==> src/rtl/dsio_pkg.sv <==
// Package for the serial input/output port of the signal processor.
// Assumes a 10 MHz system clock; serial clocks are far slower.
package dsio_pkg;

  // ----------------------------------------------------------------
  // Widths and counts
  // ----------------------------------------------------------------
  localparam int unsigned WORD_W        = 32;
  localparam int unsigned CNT_W         = 6;
  localparam int unsigned CLK_PERIOD_NS = 100;
  // Half period of the internal serial clock, in nanoseconds and then in system clock cycles.
  localparam int unsigned SCK_HALF_NS   = 400;
  localparam int unsigned SCK_HALF_CYC  =
    (SCK_HALF_NS + CLK_PERIOD_NS - 1) / CLK_PERIOD_NS;
  localparam int unsigned SYNC_STAGES   = 3;

  // ----------------------------------------------------------------
  // Reset values
  // ----------------------------------------------------------------
  localparam logic [WORD_W-1:0] WORD_RST = 32'h00000000;

  // ----------------------------------------------------------------
  // Types
  // ----------------------------------------------------------------
  typedef struct packed {
    logic              valid;
    logic [WORD_W-1:0] data;
  } dsio_word_t;

  typedef enum logic [1:0] {
    DSIO_IDLE = 2'b01,
    DSIO_BUSY = 2'b10
  } dsio_state_t;

endpackage

==> src/rtl/dsio_port.sv <==
// Serial input and output port of a floating-point signal processor.
// Assumes a parallel word side on clock_i and slow serial pins outside.
// Behaviour
// - Receive bit sampled on falling receive clock.
// - Receive clock pin direction chosen by setting.
// - Receive only while receive enable is low.
// - Transmit data changes on rising clock edge.
// - Transmit data line floats when idle.
// - Transmit clock pin direction chosen by setting.
// - Transmit only while transmit enable is low.
// - Request high on load, low after shift-out.
`timescale 1ns/1ps
module dsio_port #(
  parameter int unsigned WORD_W = dsio_pkg::WORD_W
) (
  input  wire logic                clock_i,
  input  wire logic                rst_i,
  input  wire logic                rx_clk_int_i,
  input  wire logic                tx_clk_int_i,
  input  wire logic                rx_shift_clock_i,
  output logic                     rx_shift_clock_o,
  output logic                     rx_shift_clock_oe_o,
  input  wire logic                rx_data_i,
  input  wire logic                rx_enable_n_i,
  output dsio_pkg::dsio_word_t     rx_word_o,
  input  wire logic                tx_clock_i,
  output logic                     tx_clock_o,
  output logic                     tx_clock_oe_o,
  output logic                     tx_data_o,
  output logic                     tx_data_oe_o,
  input  wire logic                tx_enable_n_i,
  input  dsio_pkg::dsio_word_t     tx_word_i,
  output logic                     tx_ready_o,
  output logic                     tx_request_o
);

  localparam logic [dsio_pkg::CNT_W-1:0] LAST_BIT =
    dsio_pkg::CNT_W'(WORD_W - 1);
  localparam logic [3:0] HALF = 4'(dsio_pkg::SCK_HALF_CYC - 1);

  // ----------------------------------------------------------------
  // Pin synchronisers
  // ----------------------------------------------------------------
  logic rx_ck_lvl, rx_ck_rise, rx_ck_fall;
  logic tx_ck_lvl, tx_ck_rise, tx_ck_fall;
  logic rx_d_lvl, rx_en_lvl, tx_en_lvl;

  dsio_sync u_rx_ck (
    .clock_i (clock_i),
    .rst_i   (rst_i),
    .pin_i   (rx_shift_clock_i),
    .level_o (rx_ck_lvl),
    .rise_o  (rx_ck_rise),
    .fall_o  (rx_ck_fall)
  );
  dsio_sync u_tx_ck (
    .clock_i (clock_i),
    .rst_i   (rst_i),
    .pin_i   (tx_clock_i),
    .level_o (tx_ck_lvl),
    .rise_o  (tx_ck_rise),
    .fall_o  (tx_ck_fall)
  );
  dsio_sync u_rx_d (
    .clock_i (clock_i),
    .rst_i   (rst_i),
    .pin_i   (rx_data_i),
    .level_o (rx_d_lvl),
    .rise_o  (),
    .fall_o  ()
  );
  dsio_sync u_rx_en (
    .clock_i (clock_i),
    .rst_i   (rst_i),
    .pin_i   (rx_enable_n_i),
    .level_o (rx_en_lvl),
    .rise_o  (),
    .fall_o  ()
  );
  dsio_sync u_tx_en (
    .clock_i (clock_i),
    .rst_i   (rst_i),
    .pin_i   (tx_enable_n_i),
    .level_o (tx_en_lvl),
    .rise_o  (),
    .fall_o  ()
  );

  // ----------------------------------------------------------------
  // Internal serial clock generator
  // ----------------------------------------------------------------
  logic [3:0] div_cnt;
  logic       int_ck;
  logic       int_fall_d;
  wire        div_wrap = (div_cnt == HALF);
  wire        int_rise = div_wrap & ~int_ck;
  wire        int_fall = div_wrap & int_ck;

  always_ff @(posedge clock_i or posedge rst_i) begin
    if (rst_i) begin
      div_cnt    <= 4'h0;
      int_ck     <= 1'b0;
      int_fall_d <= 1'b0;
    end else begin
      div_cnt    <= div_wrap ? 4'h0 : div_cnt + 4'h1;
      int_fall_d <= int_fall;
      if (div_wrap) begin
        int_ck <= ~int_ck;
      end
    end
  end

  // ----------------------------------------------------------------
  // Clock pin direction and edge selection
  // ----------------------------------------------------------------
  // Driven clocks come from the divider flop; sensed ones are sampled.
  // The sensed data line trails its pin by the synchroniser, so a strobe
  // one cycle after a driven fall takes the bit that stood at that fall.
  // The same delay keeps the output line driven through its last fall.
  wire rx_fall = rx_clk_int_i ? int_fall_d : rx_ck_fall;
  wire tx_rise = tx_clk_int_i ? int_rise : tx_ck_rise;
  wire tx_fall = tx_clk_int_i ? int_fall_d : tx_ck_fall;
  wire rx_go   = rx_fall & ~rx_en_lvl;
  wire tx_en   = ~tx_en_lvl;

  always_ff @(posedge clock_i or posedge rst_i) begin
    if (rst_i) begin
      rx_shift_clock_o    <= 1'b0;
      rx_shift_clock_oe_o <= 1'b0;
      tx_clock_o          <= 1'b0;
      tx_clock_oe_o       <= 1'b0;
    end else begin
      rx_shift_clock_o    <= div_wrap ? ~int_ck : int_ck;
      rx_shift_clock_oe_o <= rx_clk_int_i;
      tx_clock_o          <= div_wrap ? ~int_ck : int_ck;
      tx_clock_oe_o       <= tx_clk_int_i;
    end
  end

  // ----------------------------------------------------------------
  // Receiver
  // ----------------------------------------------------------------
  logic [WORD_W-1:0]          rx_shift;
  logic [dsio_pkg::CNT_W-1:0] rx_cnt;
  wire                        rx_last = (rx_cnt == LAST_BIT);
  wire [WORD_W-1:0]           next_rx_shift =
    {rx_shift[WORD_W-2:0], rx_d_lvl};

  always_ff @(posedge clock_i or posedge rst_i) begin
    if (rst_i) begin
      rx_shift  <= dsio_pkg::WORD_RST;
      rx_cnt    <= '0;
      rx_word_o <= '0;
    end else begin
      rx_word_o.valid <= 1'b0;
      if (rx_go) begin
        rx_shift <= next_rx_shift;
        rx_cnt   <= rx_last ? '0 : rx_cnt + 1'b1;
        if (rx_last) begin
          rx_word_o.valid <= 1'b1;
          rx_word_o.data  <= next_rx_shift;
        end
      end
    end
  end

  // ----------------------------------------------------------------
  // Transmitter
  // ----------------------------------------------------------------
  // The request flag follows the busy state of the output shifter, which is held in tx_state.
  dsio_pkg::dsio_state_t      tx_state;
  logic [WORD_W-1:0]          tx_shift;
  logic [dsio_pkg::CNT_W-1:0] tx_cnt;
  logic                       tx_primed;
  wire tx_busy = (tx_state == dsio_pkg::DSIO_BUSY);
  wire tx_load = tx_word_i.valid & ~tx_busy;
  wire tx_step = tx_busy & tx_en & tx_rise;
  wire tx_done = tx_busy & tx_en & tx_fall & tx_primed &
                 (tx_cnt == LAST_BIT);

  always_ff @(posedge clock_i or posedge rst_i) begin
    if (rst_i) begin
      tx_state     <= dsio_pkg::DSIO_IDLE;
      tx_shift     <= dsio_pkg::WORD_RST;
      tx_cnt       <= '0;
      tx_primed    <= 1'b0;
      tx_data_o    <= 1'b0;
      tx_data_oe_o <= 1'b0;
      tx_request_o <= 1'b0;
      tx_ready_o   <= 1'b0;
    end else begin
      tx_ready_o <= ~tx_busy & ~tx_load;
      case (tx_state)
        dsio_pkg::DSIO_IDLE: begin
          tx_data_oe_o <= 1'b0;
          if (tx_load) begin
            tx_shift     <= tx_word_i.data;
            tx_cnt       <= '0;
            tx_primed    <= 1'b0;
            tx_request_o <= 1'b1;
            tx_state     <= dsio_pkg::DSIO_BUSY;
          end
        end
        dsio_pkg::DSIO_BUSY: begin
          tx_data_oe_o <= tx_en & tx_primed;
          if (tx_step) begin
            tx_data_o <= tx_shift[WORD_W-1];
            tx_shift  <= {tx_shift[WORD_W-2:0], 1'b0};
            tx_data_oe_o <= 1'b1;
            if (tx_primed) begin
              tx_cnt <= tx_cnt + 1'b1;
            end
            tx_primed <= 1'b1;
          end
          if (tx_done) begin
            tx_request_o <= 1'b0;
            tx_data_oe_o <= 1'b0;
            tx_state     <= dsio_pkg::DSIO_IDLE;
          end
        end
        default: begin
          tx_state <= dsio_pkg::DSIO_IDLE;
        end
      endcase
    end
  end

endmodule

==> src/rtl/dsio_sync.sv <==
// Three-stage synchroniser with edge detection for one serial pin.
// Assumes the pin is asynchronous to clock_i.
`timescale 1ns/1ps
module dsio_sync (
  input  wire logic clock_i,
  input  wire logic rst_i,
  input  wire logic pin_i,
  output logic      level_o,
  output logic      rise_o,
  output logic      fall_o
);

  logic s1;
  logic s2;
  logic s3;

  // ----------------------------------------------------------------
  // Sampling
  // ----------------------------------------------------------------
  // A change counts once the second and third stages agree.
  always_ff @(posedge clock_i or posedge rst_i) begin
    if (rst_i) begin
      s1      <= 1'b0;
      s2      <= 1'b0;
      s3      <= 1'b0;
      level_o <= 1'b0;
    end else begin
      s1 <= pin_i;
      s2 <= s1;
      s3 <= s2;
      if (s2 == s3) begin
        level_o <= s3;
      end
    end
  end

  wire next_level = (s2 == s3) ? s3 : level_o;

  assign rise_o = next_level & ~level_o;
  assign fall_o = ~next_level & level_o;

endmodule

==> config.mk <==
export PLATFORM = sky130hd
export DESIGN_NAME = dsio_port
export DESIGN_NICKNAME = d
export VERILOG_FILES = /design/src/rtl/dsio_pkg.sv /design/src/rtl/dsio_port.sv /design/src/rtl/dsio_sync.sv
export SDC_FILE = /design/constraint.sdc
export NUM_CORES = 1
export LEC_CHECK = 0
export BUFFER_PORTS_ARGS = -buffer_cell sky130_fd_sc_hd__buf_2
export CORE_AREA = 2 2 112 114
export CTS_CLUSTER_DIAMETER = 60
export DETAILED_ROUTE_END_ITERATION = 10
export DIE_AREA = 0 0 114 116
export GPL_TIMING_DRIVEN = 0
export PLACE_DENSITY = 0.82
export RECOVER_POWER = 25
export SLEW_MARGIN = 20
export SYNTH_ARGS = -nofsm -noshare
export SYNTH_HDL_FRONTEND = slang
export SYNTH_HIERARCHICAL = 1
export SYNTH_SLANG_ARGS = --single-unit
==> constraint.sdc <==
create_clock -name clock_i -period 3.6 [get_ports clock_i]
set_clock_uncertainty 0.1 [all_clocks]
set_input_delay 0.36 -clock clock_i [delete_from_list [all_inputs] [get_ports clock_i]]
set_output_delay 0.36 -clock clock_i [all_outputs]
set_load 0.03 [all_outputs]
-- After elaboration in Yosys (flattened, before gate mapping)
Cells that the tools add are included.
- $add $sub $neg: 3
- equal/unequal tests: 14
- mux-type cells: 28
- bitwise logic cells: 22
- reduce and logical (&&, ||, !) cells: 7
- operators with widths (cell ; number):
    33-bit 2-to-1 mux ; 2
    32-bit 2-to-1 mux ; 2
    32-bit one-hot mux with 2 select lines ; 1
    6-bit 2-to-1 mux ; 4
    1-bit bitwise AND ; 14
    6-bit by 1-bit adder with 6-bit output, second input constant ; 2
    6-bit by 5-bit == test with 1-bit output, second input constant ; 2
    6-bit one-hot mux with 2 select lines ; 1
    1-bit 2-to-1 mux ; 11
    1-bit NOT ; 8
    1-bit one-hot mux with 2 select lines ; 3
    2-bit AND reduction ; 3
    3-bit AND reduction ; 2
    1-bit == test ; 5
    4-bit by 1-bit adder with 4-bit output, second input constant ; 1
    4-bit by 2-bit == test with 1-bit output, second input constant ; 1
    2-bit 2-to-1 mux ; 2
    4-bit 2-to-1 mux ; 1
    2-bit by 1-bit inequality test with 1-bit output, second input constant ; 2
    2-bit inequality test, second input constant ; 2
    2-bit one-hot mux with 2 select lines ; 1
    4-bit AND reduction ; 1
    2-bit by 1-bit == test with 1-bit output, second input constant ; 1
    2-bit == test, second input constant ; 1
    2-bit nonzero test ; 1
- register bits: 143
- input bits: 42
- output and inout bits: 41
- logic and storage cells: 111

-- Logic depth before layout (Yosys ltp)
- depth after elaboration: 10
- mapped depth: 7
- gate-level depth less buffers: 6

-- Hierarchy
Netlist, hierarchy kept.
- by module, submodules not included (module ; times used ; cells an instance ; area an instance (µm²) ; sequential area each (µm²)):
    dsio_port ; 1 ; 361 ; 5342.6 ; 3079.2
    dsio_sync ; 5 ; 8 ; 132.6 ; 100.1

-- Worst setup path after synthesis
No wires, ideal clock.
- kind: register -> register
- start point: reg u_rx_ck.s3
- end point: reg rx_word_o[0] in the netlist's numbering
- library setup time: 125 ps
- data arrival time: 1878 ps
- required time: 3375 ps
- setup slack: 1497 ps
- stages on the path, launching flop included: 8
- path buffers: 2
- period minus slack after synthesis: 2103 ps
- cell sequence: dfrtp_1 > nor3b_1 > mux2i_1 > or2_2 > clkbuf_1 > nor2_2 > buf_2 > mux2_2
- cells in the longest elaborated chain, start to end: 7
- RTL lines (item ; RTL line ; text):
    from (decl) ; dsio_sync.sv:15 ; logic s3;
    from (signal assigned) ; dsio_sync.sv:25 ; s3 <= 1'b0;
    from (signal assigned) ; dsio_sync.sv:30 ; s3 <= s2;
    1-bit == test ; dsio_sync.sv:37 ; wire next_level = (s2 == s3) ? s3 : level_o;
    1-bit 2-to-1 mux (*) ; n/a ;
    1-bit NOT (*) ; dsio_sync.sv:40 ; assign fall_o = ~next_level & level_o;
    1-bit bitwise AND (*) ; dsio_sync.sv:40 ;
    via rx_ck_fall ; dsio_port.sv:44 ; logic rx_ck_lvl, rx_ck_rise, rx_ck_fall;
    1-bit 2-to-1 mux (*) ; dsio_port.sv:120 ; wire rx_fall = rx_clk_int_i ? int_fall_d : rx_ck_fall;
    1-bit bitwise AND (*) ; dsio_port.sv:123 ; wire rx_go = rx_fall & ~rx_en_lvl;
    2-bit AND reduction (no source line) (*) ; n/a ;
    to (decl) ; dsio_port.sv:25 ; output dsio_pkg::dsio_word_t rx_word_o,
Mark *: on every way through the listed nets, which the timed path passes. The rest lies on a longest branch.
A chain may end at the register's enable or synchronous reset.

-- Worst setup path in the final report
- start point: in rx_clk_int_i
- end point: reg rx_word_o[24] in the netlist's numbering
- cells in the longest elaborated chain, start to end: 3
- RTL lines (item ; RTL line ; text):
    from (decl) ; dsio_port.sv:18 ; input wire logic rx_clk_int_i,
    1-bit 2-to-1 mux ; dsio_port.sv:120 ;
    1-bit bitwise AND ; dsio_port.sv:123 ;
    2-bit AND reduction (no source line) ; n/a ;
Every way passes these cells.

==> results.txt <==
Entering global routing, the biggest net connects 33 pins. The clock-pin slew of the registers on the worst-case setup and hold paths was 0.06 ns. The most numerous cell type found on the critical path is clkbuf_1. The critical path buffer and inverter count works out to 4. The floorplan step set the die height to 116 um.

Data on the critical path arrives at its endpoint at 2.66 ns. The hold violation total from the final report came out at 0. The final critical delay including setup and external delays was 2.460 ns. In this run the cell area of the synthesized design comes to 5943 um2.

The routed layout has 3494 vias. Port buffering added 82 buffers. Wires add up to 10.26 mm. In the final design database the tool counted 553 nets. In the final layout, the share of cells above drive strength 1 is 50.29%. The run gives 83 as the number of top-level pins. The Yosys step of the flow raised 6 warnings. Across the VDD grid, the largest voltage drop is 0.0004206 V. Once the floorplan was initialized, standard cells occupied 49.89% of the core. For the number of buffers inserted during clock tree synthesis, the log shows 17.

After routing the design area is 7248 um2. Per report_power, the sequential group accounts for 41.6% of the total. For the pin with the worst max-slew slack, the measured transition is 1.265 ns.

The worst pin sits at a relative slew slack of 15.68%. For the worst-skew pair, the clock arrives at the later sink with an insertion delay of 0.41 ns. Dividing the final minimum period by the clock period gives 68.34%. The class of the tightest hold or removal check is input pin to flip-flop.

The horizontal die dimension came out at 114 um. TritonCTS built the clock tree. The peak fanout along the critical path works out to 10. The first-pass iteration count of the detailed router was 4; the number of pins with negative max-slew slack in the final report was 0. Buffers added to address setup during post-CTS repair amount to 0. The logs give 0 for the number of routed nets with antenna violations and 17.55 mm for the first-pass GRT wire length. The slowest stage of the critical path is the dlygate4sd3_1 cell. The startpoint type of the worst setup path was an input pin. Relative to the synthesized area, the layout overhead comes to 21.96%. The critical path in this run is classified as input pin to flip-flop. Setup violations remaining at the end of the flow were counted as 0. Net switching is 25.35% of the power.

The run finished with clean final reports. Power spread over the standard cell area amounts to 674.1 nW/um2. The number of global-route vias before repair is 3640, and the critical path data required time is 3.80 ns. Routed length per instance: 15.40 um. The cell sitting at the root of the clock tree is a clkbuf_16. In this run, the clock network consumes 34.9% of the power. The HPWL after detailed placement is 7.303 mm. Clock tree synthesis found a total of 143 sinks.

The logs give 3648 uW for the cell-internal power and 0 for the DRC violation count after routing. The average instance in the mapped netlist occupies 15.08 um2. The analysis attributes to net switching a power of 1239 uW.

The placed instances occupy a cell area of 6629 um2. For the number of cells produced by synthesis, the log shows 394. The number of nets in the synthesized netlist is 441.

Remaining global-route overflow: 0. The family with the most delay on the worst path was buffers and inverters. The number of antenna diodes in the final layout is 0. The total routing usage reported by global routing came out at 17.21%. After detailed routing, the number of vias per cell comes to 5.246. The run gives 406.5 MHz as the highest clock rate. The critical path goes through dlygate4sd3_1 -> clkbuf_1 -> mux2i_1 -> or2_2 -> clkbuf_1 -> nor2_2 -> buf_2 -> mux2_2. The clock tree synthesis step divided the H-tree into 4 levels. The die covers 13220 um2. Kind of end point of the critical path: a flip-flop. Setup repair after global routing left no endpoint under its margin.

Setup total negative slack on the finished layout was measured at 0 ns. For this run, the slowest stage of the critical path takes 0.53 ns. The clock passes through at most 2 buffers. The region available for standard cell placement spans 11910 um2. For the count of routing violations after the opening detailed-route iteration, the log shows 145. The number of inserted filler cells in the final layout was 917; the part of the total power dissipated in combinational logic was 23.4%. The count of maximum capacitance violations is 0, and the global placement routability congestion is 0.7962. Once the clock tree was built, the resizer swapped 0 gates to a different size. The number of antenna violations at the first check in global routing was 0. For the reported leakage power, the log shows 0.003697 uW.

The count of hold buffers inserted by post-cts repair is 7. Row generation in the floorplan step produced 40 rows.
-- state kept, by name, summed over array words and instances (netlist names), 2 cells and up --
name	cells
div_cnt	4
tx_shift	32
rx_shift	31
tx_state	2
rx_word_o	33
rx_cnt	6
tx_cnt	6
-- power by group through the flow --
| stage | registers [uW] | clock network, uW | logic, uW |
|---|---|---|---|
| after floorplan | 2020 | 0 | 962 |
| after global placement | 2040 | 0 | 1100 |
| after detailed placement | 2050 | 0 | 1160 |
| after CTS | 2030 | 1740 | 1170 |
| after global routing | 2070 | 1820 | 1240 |
| final | 2030 | 1710 | 1140 |
-- placed cells by master, fill, tap and decap left out, types with 4 or more instances in the layout --
cell	n
buf_2	85
nor3b_1	4
mux2_2	98
nand3_1	8
dfrtp_1	142
o21ai_0	7
nand2_1	14
maj3_1	5
mux2_4	29
mux2i_1	4
a21o_1	4
a21oi_1	4
inv_1	10
ha_1	5
nor2_1	8
dlygate4sd3_1	7
clkbuf_1	8
clkinv_2	4
clkbuf_16	17
buf_6	4
-- metrics by stage --
| step | worst slack (ns) | total power (uW) | hold WS, ns | instances | utilization [%] |
|---|---|---|---|---|---|
| after floorplan | 1.507 | 2981 | 0.02608 | 394 | - |
| after global placement | 0.8625 | 3136 | 0.2169 | 623 | 54.92 |
| after detailed placement | 1.136 | 3214 | 0.2233 | 627 | 55.65 |
| after CTS | 1.109 | 4943 | 0.009937 | 666 | 61.16 |
| after global routing | 0.6695 | 5126 | 0.01769 | 666 | 60.85 |
| final | 1.140 | 4886 | 0.02986 | 666 | 60.85 |
-- path summary, 6_finish.rpt --
| check | depth (start not counted) | from | end | slack [ns] |
|---|---|---|---|---|
| min reg2reg | 0 | u_rx_en/s1 | u_rx_en/s2 | 0.25 |
| max | 8 | rx_clk_int_i | rx_word_o[24] | 1.14 |
| max reg2reg | 7 | u_rx_ck/s2 | rx_word_o[24] | 1.16 |
| min in group asynchronous | 3 | rst_i | u_rx_ck/s1 | 0.39 |
| max in group asynchronous | 5 | rst_i | rx_word_o[12] | 1.15 |
| min | 2 | tx_word_i[32] | tx_ready_o | 0.03 |
-- worst reg2reg max path: stages, from the launching register on --
cell and delay [ns]:
dfrtp_1 0.39, nor3b_1 0.21, mux2i_1 0.14, or2_2 0.29, clkbuf_1 0.21, nor2_2 0.30, buf_2 0.31, mux2_2 0.37
-- cell type report --
cell class / instances / area [um2] / area share (%)
sequential: 143 / 3580 / 49.39
multi-input combinational: 225 / 2217 / 30.59
timing repair buffer: 93 / 540.5 / 7.457
clock buffer: 22 / 474.2 / 6.542
tap: 147 / 183.9 / 2.538
clock inverter: 10 / 111.4 / 1.536
buffer: 15 / 98.84 / 1.364
inverter: 11 / 42.54 / 0.5869
-- per-layer routing --
layer | part of all wire [%] | global-route usage (%) | vias up
li1 | - | - | 1619
met1 | 43 | 21.42 | 1758
met2 | 49 | 27.38 | 99
met3 | 6.0 | 6.328 | 18
met4 | 1.9 | 7.154 | 0
met5 | 0 | 0 | -
No activity file was read; power rests on OpenSTA's default activity.
